$ cat src/uart_mcsb_pkg.sv
package uart_mcsb_pkg;
  // register selects on the three address lines
  localparam logic [2:0] ADDR_HOLD = 3'h0;
  localparam logic [2:0] ADDR_INT_ENABLE = 3'h1;
  localparam logic [2:0] ADDR_INT_ID = 3'h2;
  localparam logic [2:0] ADDR_LCR = 3'h3;
  localparam logic [2:0] ADDR_MODEM_CONTROL = 3'h4;
  localparam logic [2:0] ADDR_LINE_STATUS = 3'h5;
  localparam logic [2:0] ADDR_MODEM_STATUS = 3'h6;
  localparam logic [2:0] ADDR_SCR = 3'h7;
  localparam logic [2:0] ADDR_DIV_LOW = 3'h0;
  localparam logic [2:0] ADDR_DIV_HIGH = 3'h1;
  // field positions
  localparam int HOLDING_EMPTY_BIT = 5;
  localparam int ALL_EMPTY_BIT = 6;
  localparam int DIV_ACCESS_BIT = 7;
  localparam int CTRL_DTR_BIT = 0;
  localparam int CTRL_RTS_BIT = 1;
  localparam int CTRL_USER_ONE_BIT = 2;
  localparam int CTRL_USER_TWO_BIT = 3;
  localparam int CTRL_LOOP_BIT = 4;
  localparam int EN_HOLDING_BIT = 1;
  localparam int EN_MODEM_BIT = 3;
  localparam int RING_BIT = 2;
  // reset values
  localparam logic [4:0] CTRL_RESET = 5'h00;
  localparam logic [3:0] INT_EN_RESET = 4'h0;
  localparam logic [7:0] LCR_RESET = 8'h00;
  localparam logic [7:0] SCR_RESET = 8'h00;
  localparam logic [15:0] DIVISOR_RESET = 16'h0000;
  // identification codes
  localparam logic [7:0] ID_NONE = 8'h01;
  localparam logic [7:0] ID_HOLDING = 8'h02;
  localparam logic [7:0] ID_MODEM = 8'h00;
  // serial timing: sixteen enables per bit, start + 8 data + stop
  localparam logic [3:0] OVERSAMPLE_LAST = 4'hF;
  localparam logic [3:0] FRAME_LAST_BIT = 4'h9;
  localparam int SYNC_WIDTH = 5;

  typedef enum logic {TX_IDLE, TX_SHIFT} tx_state_type;
endpackage : uart_mcsb_pkg

$ cat src/pin_sync.sv
`timescale 1ns/1ps
module pin_sync
  import uart_mcsb_pkg::*;
(
  // clock and reset
  input wire logic mclk,
  input wire logic rst_b,
  // asynchronous pins and their synchronised copies
  input wire logic [SYNC_WIDTH-1:0] pins,
  output logic [SYNC_WIDTH-1:0] pins_sync
);
  import uart_mcsb_pkg::*;

  logic [SYNC_WIDTH-1:0] stage1;
  logic [SYNC_WIDTH-1:0] next_stage1;
  logic [SYNC_WIDTH-1:0] next_pins_sync;

  // idle level of every pin is high, so reset there to avoid a false edge
  always_comb begin
    next_stage1 = pins;
    next_pins_sync = stage1;
  end

  always_ff @(posedge mclk or negedge rst_b) begin
    if (!rst_b) begin
      stage1 <= '1;
      pins_sync <= '1;
    end else begin
      stage1 <= next_stage1;
      pins_sync <= next_pins_sync;
    end
  end
endmodule : pin_sync

$ cat src/baud_gen.sv
`timescale 1ns/1ps
module baud_gen
  import uart_mcsb_pkg::*;
(
  // clock and reset
  input wire logic mclk,
  input wire logic rst_b,
  // divisor and its reload request
  input wire logic [15:0] divisor,
  input wire logic reload,
  // sixteen-times enable
  output logic tick
);
  import uart_mcsb_pkg::*;

  logic [15:0] count;
  logic [15:0] next_count;
  logic next_tick;

  // a zero divisor holds the generator still
  always_comb begin
    next_count = count;
    next_tick = 1'b0;
    if (reload || divisor == 16'h0000) begin
      next_count = divisor;
    end else if (count <= 16'h0001) begin
      next_count = divisor;
      next_tick = 1'b1;
    end else begin
      next_count = count - 16'h0001;
    end
  end

  always_ff @(posedge mclk or negedge rst_b) begin
    if (!rst_b) begin
      count <= DIVISOR_RESET;
      tick <= 1'b0;
    end else begin
      count <= next_count;
      tick <= next_tick;
    end
  end
endmodule : baud_gen

$ cat src/uart_modem_ctrl_status_baud.sv
`timescale 1ns/1ps
// Operation
// holding-empty sets on transfer to shifter, clears on holding write only
// enabled holding-empty interrupt; identification read clears it
// all-empty high only when holding and shifter empty; load clears it
// line status bit 7 always reads zero
// modem control readable; bits 0-3 drive pins inverted
// loopback: serial output marks, input ignored, shifter fed to receiver
// loopback: modem inputs cut, controls looped inside, pins held high
// loopback: CTS from RTS, DSR from DTR, RI from user one, DCD from two
// loopback: modem interrupt sourced from control bits, still enabled
// modem control bits 5-7 read zero
// modem status bits 4-7 follow inverted pins; reads leave them
// delta bits set on change since last read; read clears all
// ring edge bit sets only on ring pin rising
// enabled modem interrupt raised by any delta, lowest priority
// modem status bits follow pins regardless of interrupt enables
// change during read: dropped if delta set, recorded after if clear
// status conditions during a read set only at its trailing edge
// set bit recurring during a read clears at trailing edge
// divisor 1..65535 yields sixteen-times sample enable
// writing either divisor byte reloads the baud counter
// low divisor byte holds divisor bits 0-7
// host programs both divisor bytes before transfers start
// divisor bytes reachable only with the divisor access bit set
// high divisor byte holds divisor bits 8-15
// counter decrements, pulses at terminal count, then reloads
// modem pins synchronised before edge detection
module uart_modem_ctrl_status_baud
  import uart_mcsb_pkg::*;
(
  // clock and reset
  input wire logic mclk,
  input wire logic rst_b,
  // cpu register port
  input wire logic chip_select,
  input wire logic [2:0] addr,
  input wire logic read_strobe,
  input wire logic write_strobe,
  input wire logic [7:0] wdata,
  output logic [7:0] rdata,
  output logic interrupt_output,
  // serial lines
  input wire logic serial_input,
  output logic serial_output,
  output logic rx_serial_data,
  output logic sample_enable,
  // modem lines, active low
  input wire logic cts_b,
  input wire logic dsr_b,
  input wire logic ri_b,
  input wire logic dcd_b,
  output logic dtr_b,
  output logic rts_b,
  output logic user_output_one_b,
  output logic user_output_two_b
);
  import uart_mcsb_pkg::*;

  function automatic logic hit(input logic [2:0] a, input logic [2:0] sel,
                               input logic divisor_access_bit_need, input logic divisor_access_bit);
    hit = (a == sel) && (divisor_access_bit == divisor_access_bit_need);
  endfunction : hit

  // synchronised pins: [4] serial input, [3] dcd, [2] ri, [1] dsr, [0] cts
  logic [SYNC_WIDTH-1:0] pins_sync;
  logic baud_tick;

  pin_sync u_sync (
    .mclk(mclk),
    .rst_b(rst_b),
    .pins({serial_input, dcd_b, ri_b, dsr_b, cts_b}),
    .pins_sync(pins_sync)
  );

  // host registers
  logic [3:0] int_en;
  logic [7:0] lcr;
  logic [4:0] ctrl;
  logic [7:0] scr;
  logic [15:0] divisor;
  logic div_load;
  logic [7:0] holding;
  logic hold_full;
  logic hold_empty;
  logic empty_pend;
  logic empty_ip;
  logic [3:0] delta;
  logic [3:0] delta_pend;
  logic [3:0] status_prev;
  logic rd_prev;
  logic [2:0] rd_addr;
  logic wr_prev;
  logic [7:0] id_at_read;
  logic [3:0] next_int_en;
  logic [7:0] next_lcr;
  logic [4:0] next_ctrl;
  logic [7:0] next_scr;
  logic [15:0] next_divisor;
  logic next_div_load;
  logic [7:0] next_holding;
  logic next_hold_full;
  logic next_hold_empty;
  logic next_empty_pend;
  logic next_empty_ip;
  logic [3:0] next_delta;
  logic [3:0] next_delta_pend;
  logic [3:0] next_status_prev;
  logic next_rd_prev;
  logic [2:0] next_rd_addr;
  logic next_wr_prev;
  logic [7:0] next_id_at_read;
  logic [7:0] next_rdata;
  logic next_interrupt_output;

  // transmitter
  tx_state_type tx_state;
  tx_state_type next_tx_state;
  logic [9:0] shifter;
  logic [9:0] next_shifter;
  logic [3:0] sub_count;
  logic [3:0] next_sub_count;
  logic [3:0] bit_count;
  logic [3:0] next_bit_count;

  // pins
  logic next_serial_output;
  logic next_rx_serial_data;
  logic next_dtr_b;
  logic next_rts_b;
  logic next_user_one_b;
  logic next_user_two_b;

  // decoded strobes and derived state
  logic div_access;
  logic loop;
  logic rd_active;
  logic rd_trail;
  logic wr_pulse;
  logic wr_hold;
  logic xfer;
  logic all_empty;
  logic line_reading;
  logic modem_reading;
  logic [3:0] status;
  logic [3:0] change;
  logic hold_int;
  logic modem_int;
  logic [7:0] id_val;
  logic [7:0] read_val;

  assign div_access = lcr[DIV_ACCESS_BIT];
  assign loop = ctrl[CTRL_LOOP_BIT];
  assign rd_active = chip_select && read_strobe;
  assign rd_trail = rd_prev && !rd_active;
  assign wr_pulse = chip_select && write_strobe && !wr_prev;
  assign wr_hold = wr_pulse && hit(addr, ADDR_HOLD, 1'b0, div_access);
  assign xfer = hold_full && tx_state == TX_IDLE;
  assign all_empty = hold_empty && !hold_full && tx_state == TX_IDLE;
  assign line_reading = rd_active && addr == ADDR_LINE_STATUS;
  assign modem_reading = rd_active && addr == ADDR_MODEM_STATUS;
  // loopback feeds control bits in place of the pins
  assign status = loop ? {ctrl[CTRL_USER_TWO_BIT],
                          ctrl[CTRL_USER_ONE_BIT],
                          ctrl[CTRL_DTR_BIT], ctrl[CTRL_RTS_BIT]}
                       : ~pins_sync[3:0];
  // ring edge: pin low to high is status one to zero
  assign change = {status[3] != status_prev[3],
                   status_prev[RING_BIT] && !status[RING_BIT],
                   status[1] != status_prev[1],
                   status[0] != status_prev[0]};
  assign hold_int = int_en[EN_HOLDING_BIT] && empty_ip;
  assign modem_int = int_en[EN_MODEM_BIT] && (|delta);
  assign id_val = hold_int ? ID_HOLDING : (modem_int ? ID_MODEM : ID_NONE);

  always_comb begin
    read_val = 8'h00;
    case (addr)
      ADDR_HOLD: read_val = div_access ? divisor[7:0] : 8'h00;
      ADDR_INT_ENABLE: begin
        read_val = div_access ? divisor[15:8] : {4'h0, int_en};
      end
      ADDR_INT_ID: read_val = id_val;
      ADDR_LCR: read_val = lcr;
      ADDR_MODEM_CONTROL: read_val = {3'h0, ctrl};
      ADDR_LINE_STATUS: begin
        read_val = {1'b0, all_empty, hold_empty, 5'h00};
      end
      ADDR_MODEM_STATUS: read_val = {status, delta};
      ADDR_SCR: read_val = scr;
      default: read_val = 8'h00;
    endcase
  end

  always_comb begin
    next_int_en = int_en;
    next_lcr = lcr;
    next_ctrl = ctrl;
    next_scr = scr;
    next_divisor = divisor;
    next_div_load = 1'b0;
    next_holding = holding;
    next_rd_prev = rd_active;
    next_wr_prev = chip_select && write_strobe;
    next_rd_addr = rd_active ? addr : rd_addr;
    next_rdata = rdata;
    next_id_at_read = id_at_read;
    next_status_prev = status;
    if (rd_active && !rd_prev) begin
      next_rdata = read_val;
      next_id_at_read = id_val;
    end
    if (wr_pulse) begin
      if (hit(addr, ADDR_DIV_LOW, 1'b1, div_access)) begin
        next_divisor[7:0] = wdata;
        next_div_load = 1'b1;
      end
      if (hit(addr, ADDR_DIV_HIGH, 1'b1, div_access)) begin
        next_divisor[15:8] = wdata;
        next_div_load = 1'b1;
      end
      if (hit(addr, ADDR_HOLD, 1'b0, div_access)) begin
        next_holding = wdata;
      end
      if (hit(addr, ADDR_INT_ENABLE, 1'b0, div_access)) begin
        next_int_en = wdata[3:0];
      end
      if (addr == ADDR_LCR) begin
        next_lcr = wdata;
      end
      if (addr == ADDR_MODEM_CONTROL) begin
        next_ctrl = wdata[4:0];
      end
      if (addr == ADDR_SCR) begin
        next_scr = wdata;
      end
    end
    // a write in the same cycle as a transfer keeps the holding reg full
    next_hold_full = wr_hold || (hold_full && !xfer);
    // holding-empty is a level set by transfer, held off during a line status read
    next_hold_empty = hold_empty;
    next_empty_pend = empty_pend;
    if (wr_hold) begin
      next_hold_empty = 1'b0;
      next_empty_pend = 1'b0;
    end else if (xfer && line_reading) begin
      next_empty_pend = 1'b1;
    end else if (xfer) begin
      next_hold_empty = 1'b1;
    end else if (rd_trail && rd_addr == ADDR_LINE_STATUS && empty_pend) begin
      next_hold_empty = 1'b1;
      next_empty_pend = 1'b0;
    end
    next_empty_ip = empty_ip;
    if (rd_trail && rd_addr == ADDR_INT_ID && id_at_read == ID_HOLDING) begin
      next_empty_ip = 1'b0;
    end
    if (wr_hold) begin
      next_empty_ip = 1'b0;
    end
    if (next_hold_empty && !hold_empty) begin
      next_empty_ip = 1'b1;
    end
    // deltas: changes inside a status read wait for its trailing edge
    next_delta = delta;
    next_delta_pend = delta_pend;
    if (modem_reading) begin
      next_delta_pend = delta_pend | (change & ~delta);
    end else if (rd_trail && rd_addr == ADDR_MODEM_STATUS) begin
      next_delta = delta_pend | change;
      next_delta_pend = 4'h0;
    end else begin
      next_delta = delta | change;
    end
    next_interrupt_output = hold_int || modem_int;
    if (rd_trail && rd_addr == ADDR_INT_ID && id_at_read == ID_HOLDING) begin
      next_interrupt_output = modem_int;
    end
  end

  always_ff @(posedge mclk or negedge rst_b) begin
    if (!rst_b) begin
      int_en <= INT_EN_RESET;
      lcr <= LCR_RESET;
      ctrl <= CTRL_RESET;
      scr <= SCR_RESET;
      divisor <= DIVISOR_RESET;
      div_load <= 1'b0;
      holding <= 8'h00;
      hold_full <= 1'b0;
      hold_empty <= 1'b1;
      empty_pend <= 1'b0;
      empty_ip <= 1'b0;
      delta <= 4'h0;
      delta_pend <= 4'h0;
      status_prev <= 4'h0;
      rd_prev <= 1'b0;
      rd_addr <= 3'h0;
      wr_prev <= 1'b0;
      id_at_read <= ID_NONE;
      rdata <= 8'h00;
      interrupt_output <= 1'b0;
    end else begin
      int_en <= next_int_en;
      lcr <= next_lcr;
      ctrl <= next_ctrl;
      scr <= next_scr;
      divisor <= next_divisor;
      div_load <= next_div_load;
      holding <= next_holding;
      hold_full <= next_hold_full;
      hold_empty <= next_hold_empty;
      empty_pend <= next_empty_pend;
      empty_ip <= next_empty_ip;
      delta <= next_delta;
      delta_pend <= next_delta_pend;
      status_prev <= next_status_prev;
      rd_prev <= next_rd_prev;
      rd_addr <= next_rd_addr;
      wr_prev <= next_wr_prev;
      id_at_read <= next_id_at_read;
      rdata <= next_rdata;
      interrupt_output <= next_interrupt_output;
    end
  end

  // reload waits one cycle so the counter sees the new divisor byte
  baud_gen u_baud (
    .mclk(mclk),
    .rst_b(rst_b),
    .divisor(divisor),
    .reload(div_load),
    .tick(baud_tick)
  );

  // minimal 8N1 shifter: enough to time holding and shifter empty flags
  always_comb begin
    next_tx_state = tx_state;
    next_shifter = shifter;
    next_sub_count = sub_count;
    next_bit_count = bit_count;
    case (tx_state)
      TX_IDLE: begin
        if (xfer) begin
          next_shifter = {1'b1, holding, 1'b0};
          next_sub_count = 4'h0;
          next_bit_count = 4'h0;
          next_tx_state = TX_SHIFT;
        end
      end
      TX_SHIFT: begin
        if (baud_tick) begin
          next_sub_count = sub_count + 4'h1;
          if (sub_count == OVERSAMPLE_LAST) begin
            next_shifter = {1'b1, shifter[9:1]};
            next_bit_count = bit_count + 4'h1;
            if (bit_count == FRAME_LAST_BIT) begin
              next_tx_state = TX_IDLE;
            end
          end
        end
      end
      default: next_tx_state = TX_IDLE;
    endcase
  end

  always_ff @(posedge mclk or negedge rst_b) begin
    if (!rst_b) begin
      tx_state <= TX_IDLE;
      shifter <= 10'h3FF;
      sub_count <= 4'h0;
      bit_count <= 4'h0;
    end else begin
      tx_state <= next_tx_state;
      shifter <= next_shifter;
      sub_count <= next_sub_count;
      bit_count <= next_bit_count;
    end
  end

  // output pins, all registered
  always_comb begin
    next_serial_output = loop ? 1'b1 : shifter[0];
    next_rx_serial_data = loop ? shifter[0] : pins_sync[4];
    next_dtr_b = loop || !ctrl[CTRL_DTR_BIT];
    next_rts_b = loop || !ctrl[CTRL_RTS_BIT];
    next_user_one_b = loop || !ctrl[CTRL_USER_ONE_BIT];
    next_user_two_b = loop || !ctrl[CTRL_USER_TWO_BIT];
  end

  always_ff @(posedge mclk or negedge rst_b) begin
    if (!rst_b) begin
      serial_output <= 1'b1;
      rx_serial_data <= 1'b1;
      sample_enable <= 1'b0;
      dtr_b <= 1'b1;
      rts_b <= 1'b1;
      user_output_one_b <= 1'b1;
      user_output_two_b <= 1'b1;
    end else begin
      serial_output <= next_serial_output;
      rx_serial_data <= next_rx_serial_data;
      sample_enable <= baud_tick;
      dtr_b <= next_dtr_b;
      rts_b <= next_rts_b;
      user_output_one_b <= next_user_one_b;
      user_output_two_b <= next_user_two_b;
    end
  end
endmodule : uart_modem_ctrl_status_baud

$ cat config.mk
export PLATFORM = sky130hd
export DESIGN_NAME = uart_modem_ctrl_status_baud
export DESIGN_NICKNAME = d
export VERILOG_FILES = /design/src/uart_mcsb_pkg.sv /design/src/pin_sync.sv /design/src/baud_gen.sv /design/src/uart_modem_ctrl_status_baud.sv
export SDC_FILE = /design/constraint.sdc
export NUM_CORES = 1
export LEC_CHECK = 0
export ABC_AREA = 1
export BUFFER_PORTS_ARGS = -buffer_cell sky130_fd_sc_hd__buf_4
export CORE_ASPECT_RATIO = 1.5
export CORE_MARGIN = 3
export CORE_UTILIZATION = 60
export CTS_BUF_LIST = sky130_fd_sc_hd__clkbuf_2
export CTS_CLUSTER_SIZE = 40
export DETAILED_ROUTE_END_ITERATION = 6
export GPL_TIMING_DRIVEN = 0
export PLACE_DENSITY = 0.76
export REMOVE_ABC_BUFFERS = 1
export SYNTH_ARGS = -nofsm -noshare
export SYNTH_HDL_FRONTEND = slang
export SYNTH_SLANG_ARGS = --single-unit
export TNS_END_PERCENT = 50
$ cat constraint.sdc
create_clock -name mclk -period 2.2 [get_ports mclk]
set_clock_uncertainty 0.05 [all_clocks]
set_input_delay 0.55 -clock mclk [delete_from_list [all_inputs] [get_ports mclk]]
set_output_delay 0.55 -clock mclk [all_outputs]
set_load 0.01 [all_outputs]
==> results.md <==
- Slew Viols, Final: 0
- Layout Nets: 830
- Status: finished, final reports clean
- I/O pin count: 37
- Pre-antenna DRT Iters: 5
- Mapped Cells: 753
- Max Cap Viol: 0
- Netlist Area Pre-Place: 6190 um^2
- Vias in the first global route: around 4900
- # DRC: 0
- Initial DRC count: 330
- Fillers: roughly 810
- Max Root-Sink Buffers: 2
- DP Wirelength: 9.97 mm
- Pin count of the biggest net entering global routing: 98
- HP Class: input pin to flop
- Initial antenna violation count: 1
- Pleak: ~3.4 nW
- Power density cells: between 800 and 900 nW/um^2
- Share of post-route cells with drive strength above 1: around 15%
- I/O Buffers: 36
- Crit path max fanout: 20
- H-Tree Depth: 4
- Startpoint Class: flop
- Achievable frequency: 0.485 GHz
- WL final: ~14 mm
- CTS tree: yes
- Slew HR: between 10% and 20%
- Post-synthesis register bit count: 134
- Via/cell ratio: 5.39
- CP required: around 2.8 ns
- Routed vias: slightly above 5000
- Gpl congestion: ~0.88
- Least-Margin Pin Slew: 1.33 ns
- Post-DR wirelength/cell: 14.8 um
- Reg area: 3390 um^2
- Tot GR Track Use: 26.0%
- CP Capture Type: flop
- Placed cells: approximately 890
- Number of unique standard cell types used by synthesis: 38
- Row count: 44
- Worst Path Class, Setup: flop to flop
- IR Drop Worst-Case VDD: 0.000578 V
- First-pass GRT wire length: 22.8 mm
- Non-Filler Instances: 933
- TritonCTS buffer count: 17
- Sequential share of the synthesized area: between 50% and 60%
- CTS clock-pin slew for the worst setup and hold paths: 0.18 ns
- Multi-input logic area: 2420 um^2
- Initial cell density of the core: 62.9%
- Setup TNS: 0 ns
- Overflow after GRT: 0
- Synth Warn #: 0
- Die Y: 130 um
- CTS Sinks: 134
- Die width: between 80 and 90 um
- Period minus WS final: 2.06 ns
- Final period util: 93.7%
- Hold Vio Cnt, Final: 0
- Post-route antenna net violation count: 0
- Post-Syn Area per Cell: 8.23 um^2
- Root Buffer: clkbuf_2
- Die area: approximately 12000 um^2
- Clk Latency, worst-skew pair: roughly 0.68 ns
- # setup viols final: 0
- Worst EP arrival: 2.61 ns
- Area delta synth->final: 11.1%
- Core Area: ~9900 um^2
- RSZ-0062 raised after global routing: false
## Yosys cell counts
library cell | n | share of area (%)
nor2_2 | 1 | 0.10
dfstp_2 | 27 | 11
dfrtp_1 | 107 | 43
ha_1 | 5 | 1.0
nand3_2 | 1 | 0.16
nand2_2 | 4 | 0.40
a21oi_1 | 18 | 1.5
buf_2 | 8 | 0.65
clkinv_1 | 2 | 0.12
a21boi_0 | 1 | 0.12
nand2_4 | 1 | 0.18
a31oi_1 | 7 | 0.71
nor2_4 | 3 | 0.55
inv_4 | 1 | 0.10
o21ai_1 | 9 | 0.73
nor2_1 | 93 | 5.6
nand3b_1 | 5 | 0.61
or2_2 | 3 | 0.30
o21ai_0 | 63 | 5.1
nor3_2 | 1 | 0.16
a22oi_1 | 1 | 0.12
xor2_1 | 5 | 0.71
nand3_1 | 32 | 2.6
o211ai_1 | 3 | 0.36
o21ai_2 | 8 | 1.1
nand2_1 | 242 | 15
buf_6 | 3 | 0.55
o22a_1 | 1 | 0.14
inv_1 | 67 | 4.1
clkbuf_1 | 3 | 0.18
nor4_1 | 1 | 0.10
nand4_1 | 7 | 0.71
inv_2 | 8 | 0.48
o22ai_1 | 2 | 0.20
xnor2_1 | 5 | 0.71
and3_1 | 1 | 0.10
buf_4 | 3 | 0.36
nor3_1 | 1 | 0.081
## routing by layer
metal	routed length, um	GRT usage (%)	up-vias
met5	0	0	-
met1	5330	29.7	2355
met2	7380	45.2	129
met4	580	12.6	0
met3	554	6.09	45
li1	-	-	2497
## flip-flops by register name, indices dropped and copies added, names as in the netlist, 5 cells and up
signal / cells
lcr: 8
shifter: 9
holding: 8
ctrl: 5
divisor: 16
rdata: 8
scr: 8
u_sync.next_pins_sync: 5
u_baud.count: 16
u_sync.pins_sync: 5
## kinds of logic after synthesis
| kind of cell | after synthesis | synth area share, % |
|---|---|---|
| compound gates | 113 | 10.1 |
| buf+inv | 95 | 6.50 |
| fa+ha+maj | 5 | 1.01 |
| simple gates | 396 | 26.3 |
| xor+xnor | 10 | 1.41 |
| flops | 134 | 54.7 |
## worst max-delay path: stages (launching register included)
cell	delay, ns
dfrtp_1	0.43
nor2_1	1.01
nand2_1	0.14
inv_1	0.09
nand4_1	0.14
nand2_1	0.09
inv_1	0.03
## layout make-up
type,count,share of cell area [%]
Timing Repair Buffer,49,6.13
Inverter,78,4.29
Sequential cell,134,49.2
Antenna cell,1,0.0364
Multi-Input combinational cell,524,35.1
Clock inverter,11,1.58
Clock buffer,21,1.53
Tap cell,115,2.09
## worst paths after layout
check | start | slack [ns] | to | cells after the start
setup reg to reg | rd_prev | 0.14 | rdata[0] | 6
setup / recovery | rd_prev | 0.14 | rdata[0] | 6
min in group asynchronous | rst_b | 0.23 | u_baud.count[13] | 2
max in group asynchronous | rst_b | 1.05 | u_sync.next_pins_sync[4] | 3
hold reg to reg | u_sync.next_pins_sync[0] | 0.32 | u_sync.pins_sync[0] | 0
hold / removal | wdata[5] | 0.06 | divisor[5] | 3
## timing repair
item	CTS	global route
endpoints found under the setup margin	0	16
resized for setup	0	2
setup buffers	0	0
endpoints found under the hold margin	47	0
hold buffers	12	0
## layout by cell type (no fill, tap or decap), types with 18 or more instances in the layout
cell,netlist,routed
o21ai_0,63,63
nand3_1,32,31
dfrtp_1,107,107
dfstp_2,27,27
clkbuf_2,0,21
nand2_1,242,242
inv_1,67,67
a21oi_1,18,18
nor2_1,93,93
buf_4,3,35
## where the power goes
group          switching, W  leakage [nW]  total (W)  internal [W]
Combinational      0.000923          1.67    0.00152      0.000600
Clock              0.000848         0.132    0.00137      0.000520
Sequential         0.000361          1.62    0.00329       0.00293
## stage by stage
step | total power [W] | hold slack, ns | utilization, % | area [um^2] | setup slack, ns
finish | 0.00619 | 0.0631 | 69.8 | 6880 | 0.139
global route | 0.00661 | 0.0118 | 69.8 | 6880 | 0.00160
CTS | 0.00622 | 0.00920 | 69.7 | 6870 | 0.0202
detailed placement | 0.00483 | 0.299 | 66.3 | 6530 | -0.250
global placement | 0.00477 | 0.297 | 66.0 | 6500 | -0.230
floorplan | 0.00430 | 0.204 | - | 6090 | 0.409
(Power assumes the default switching activity.)
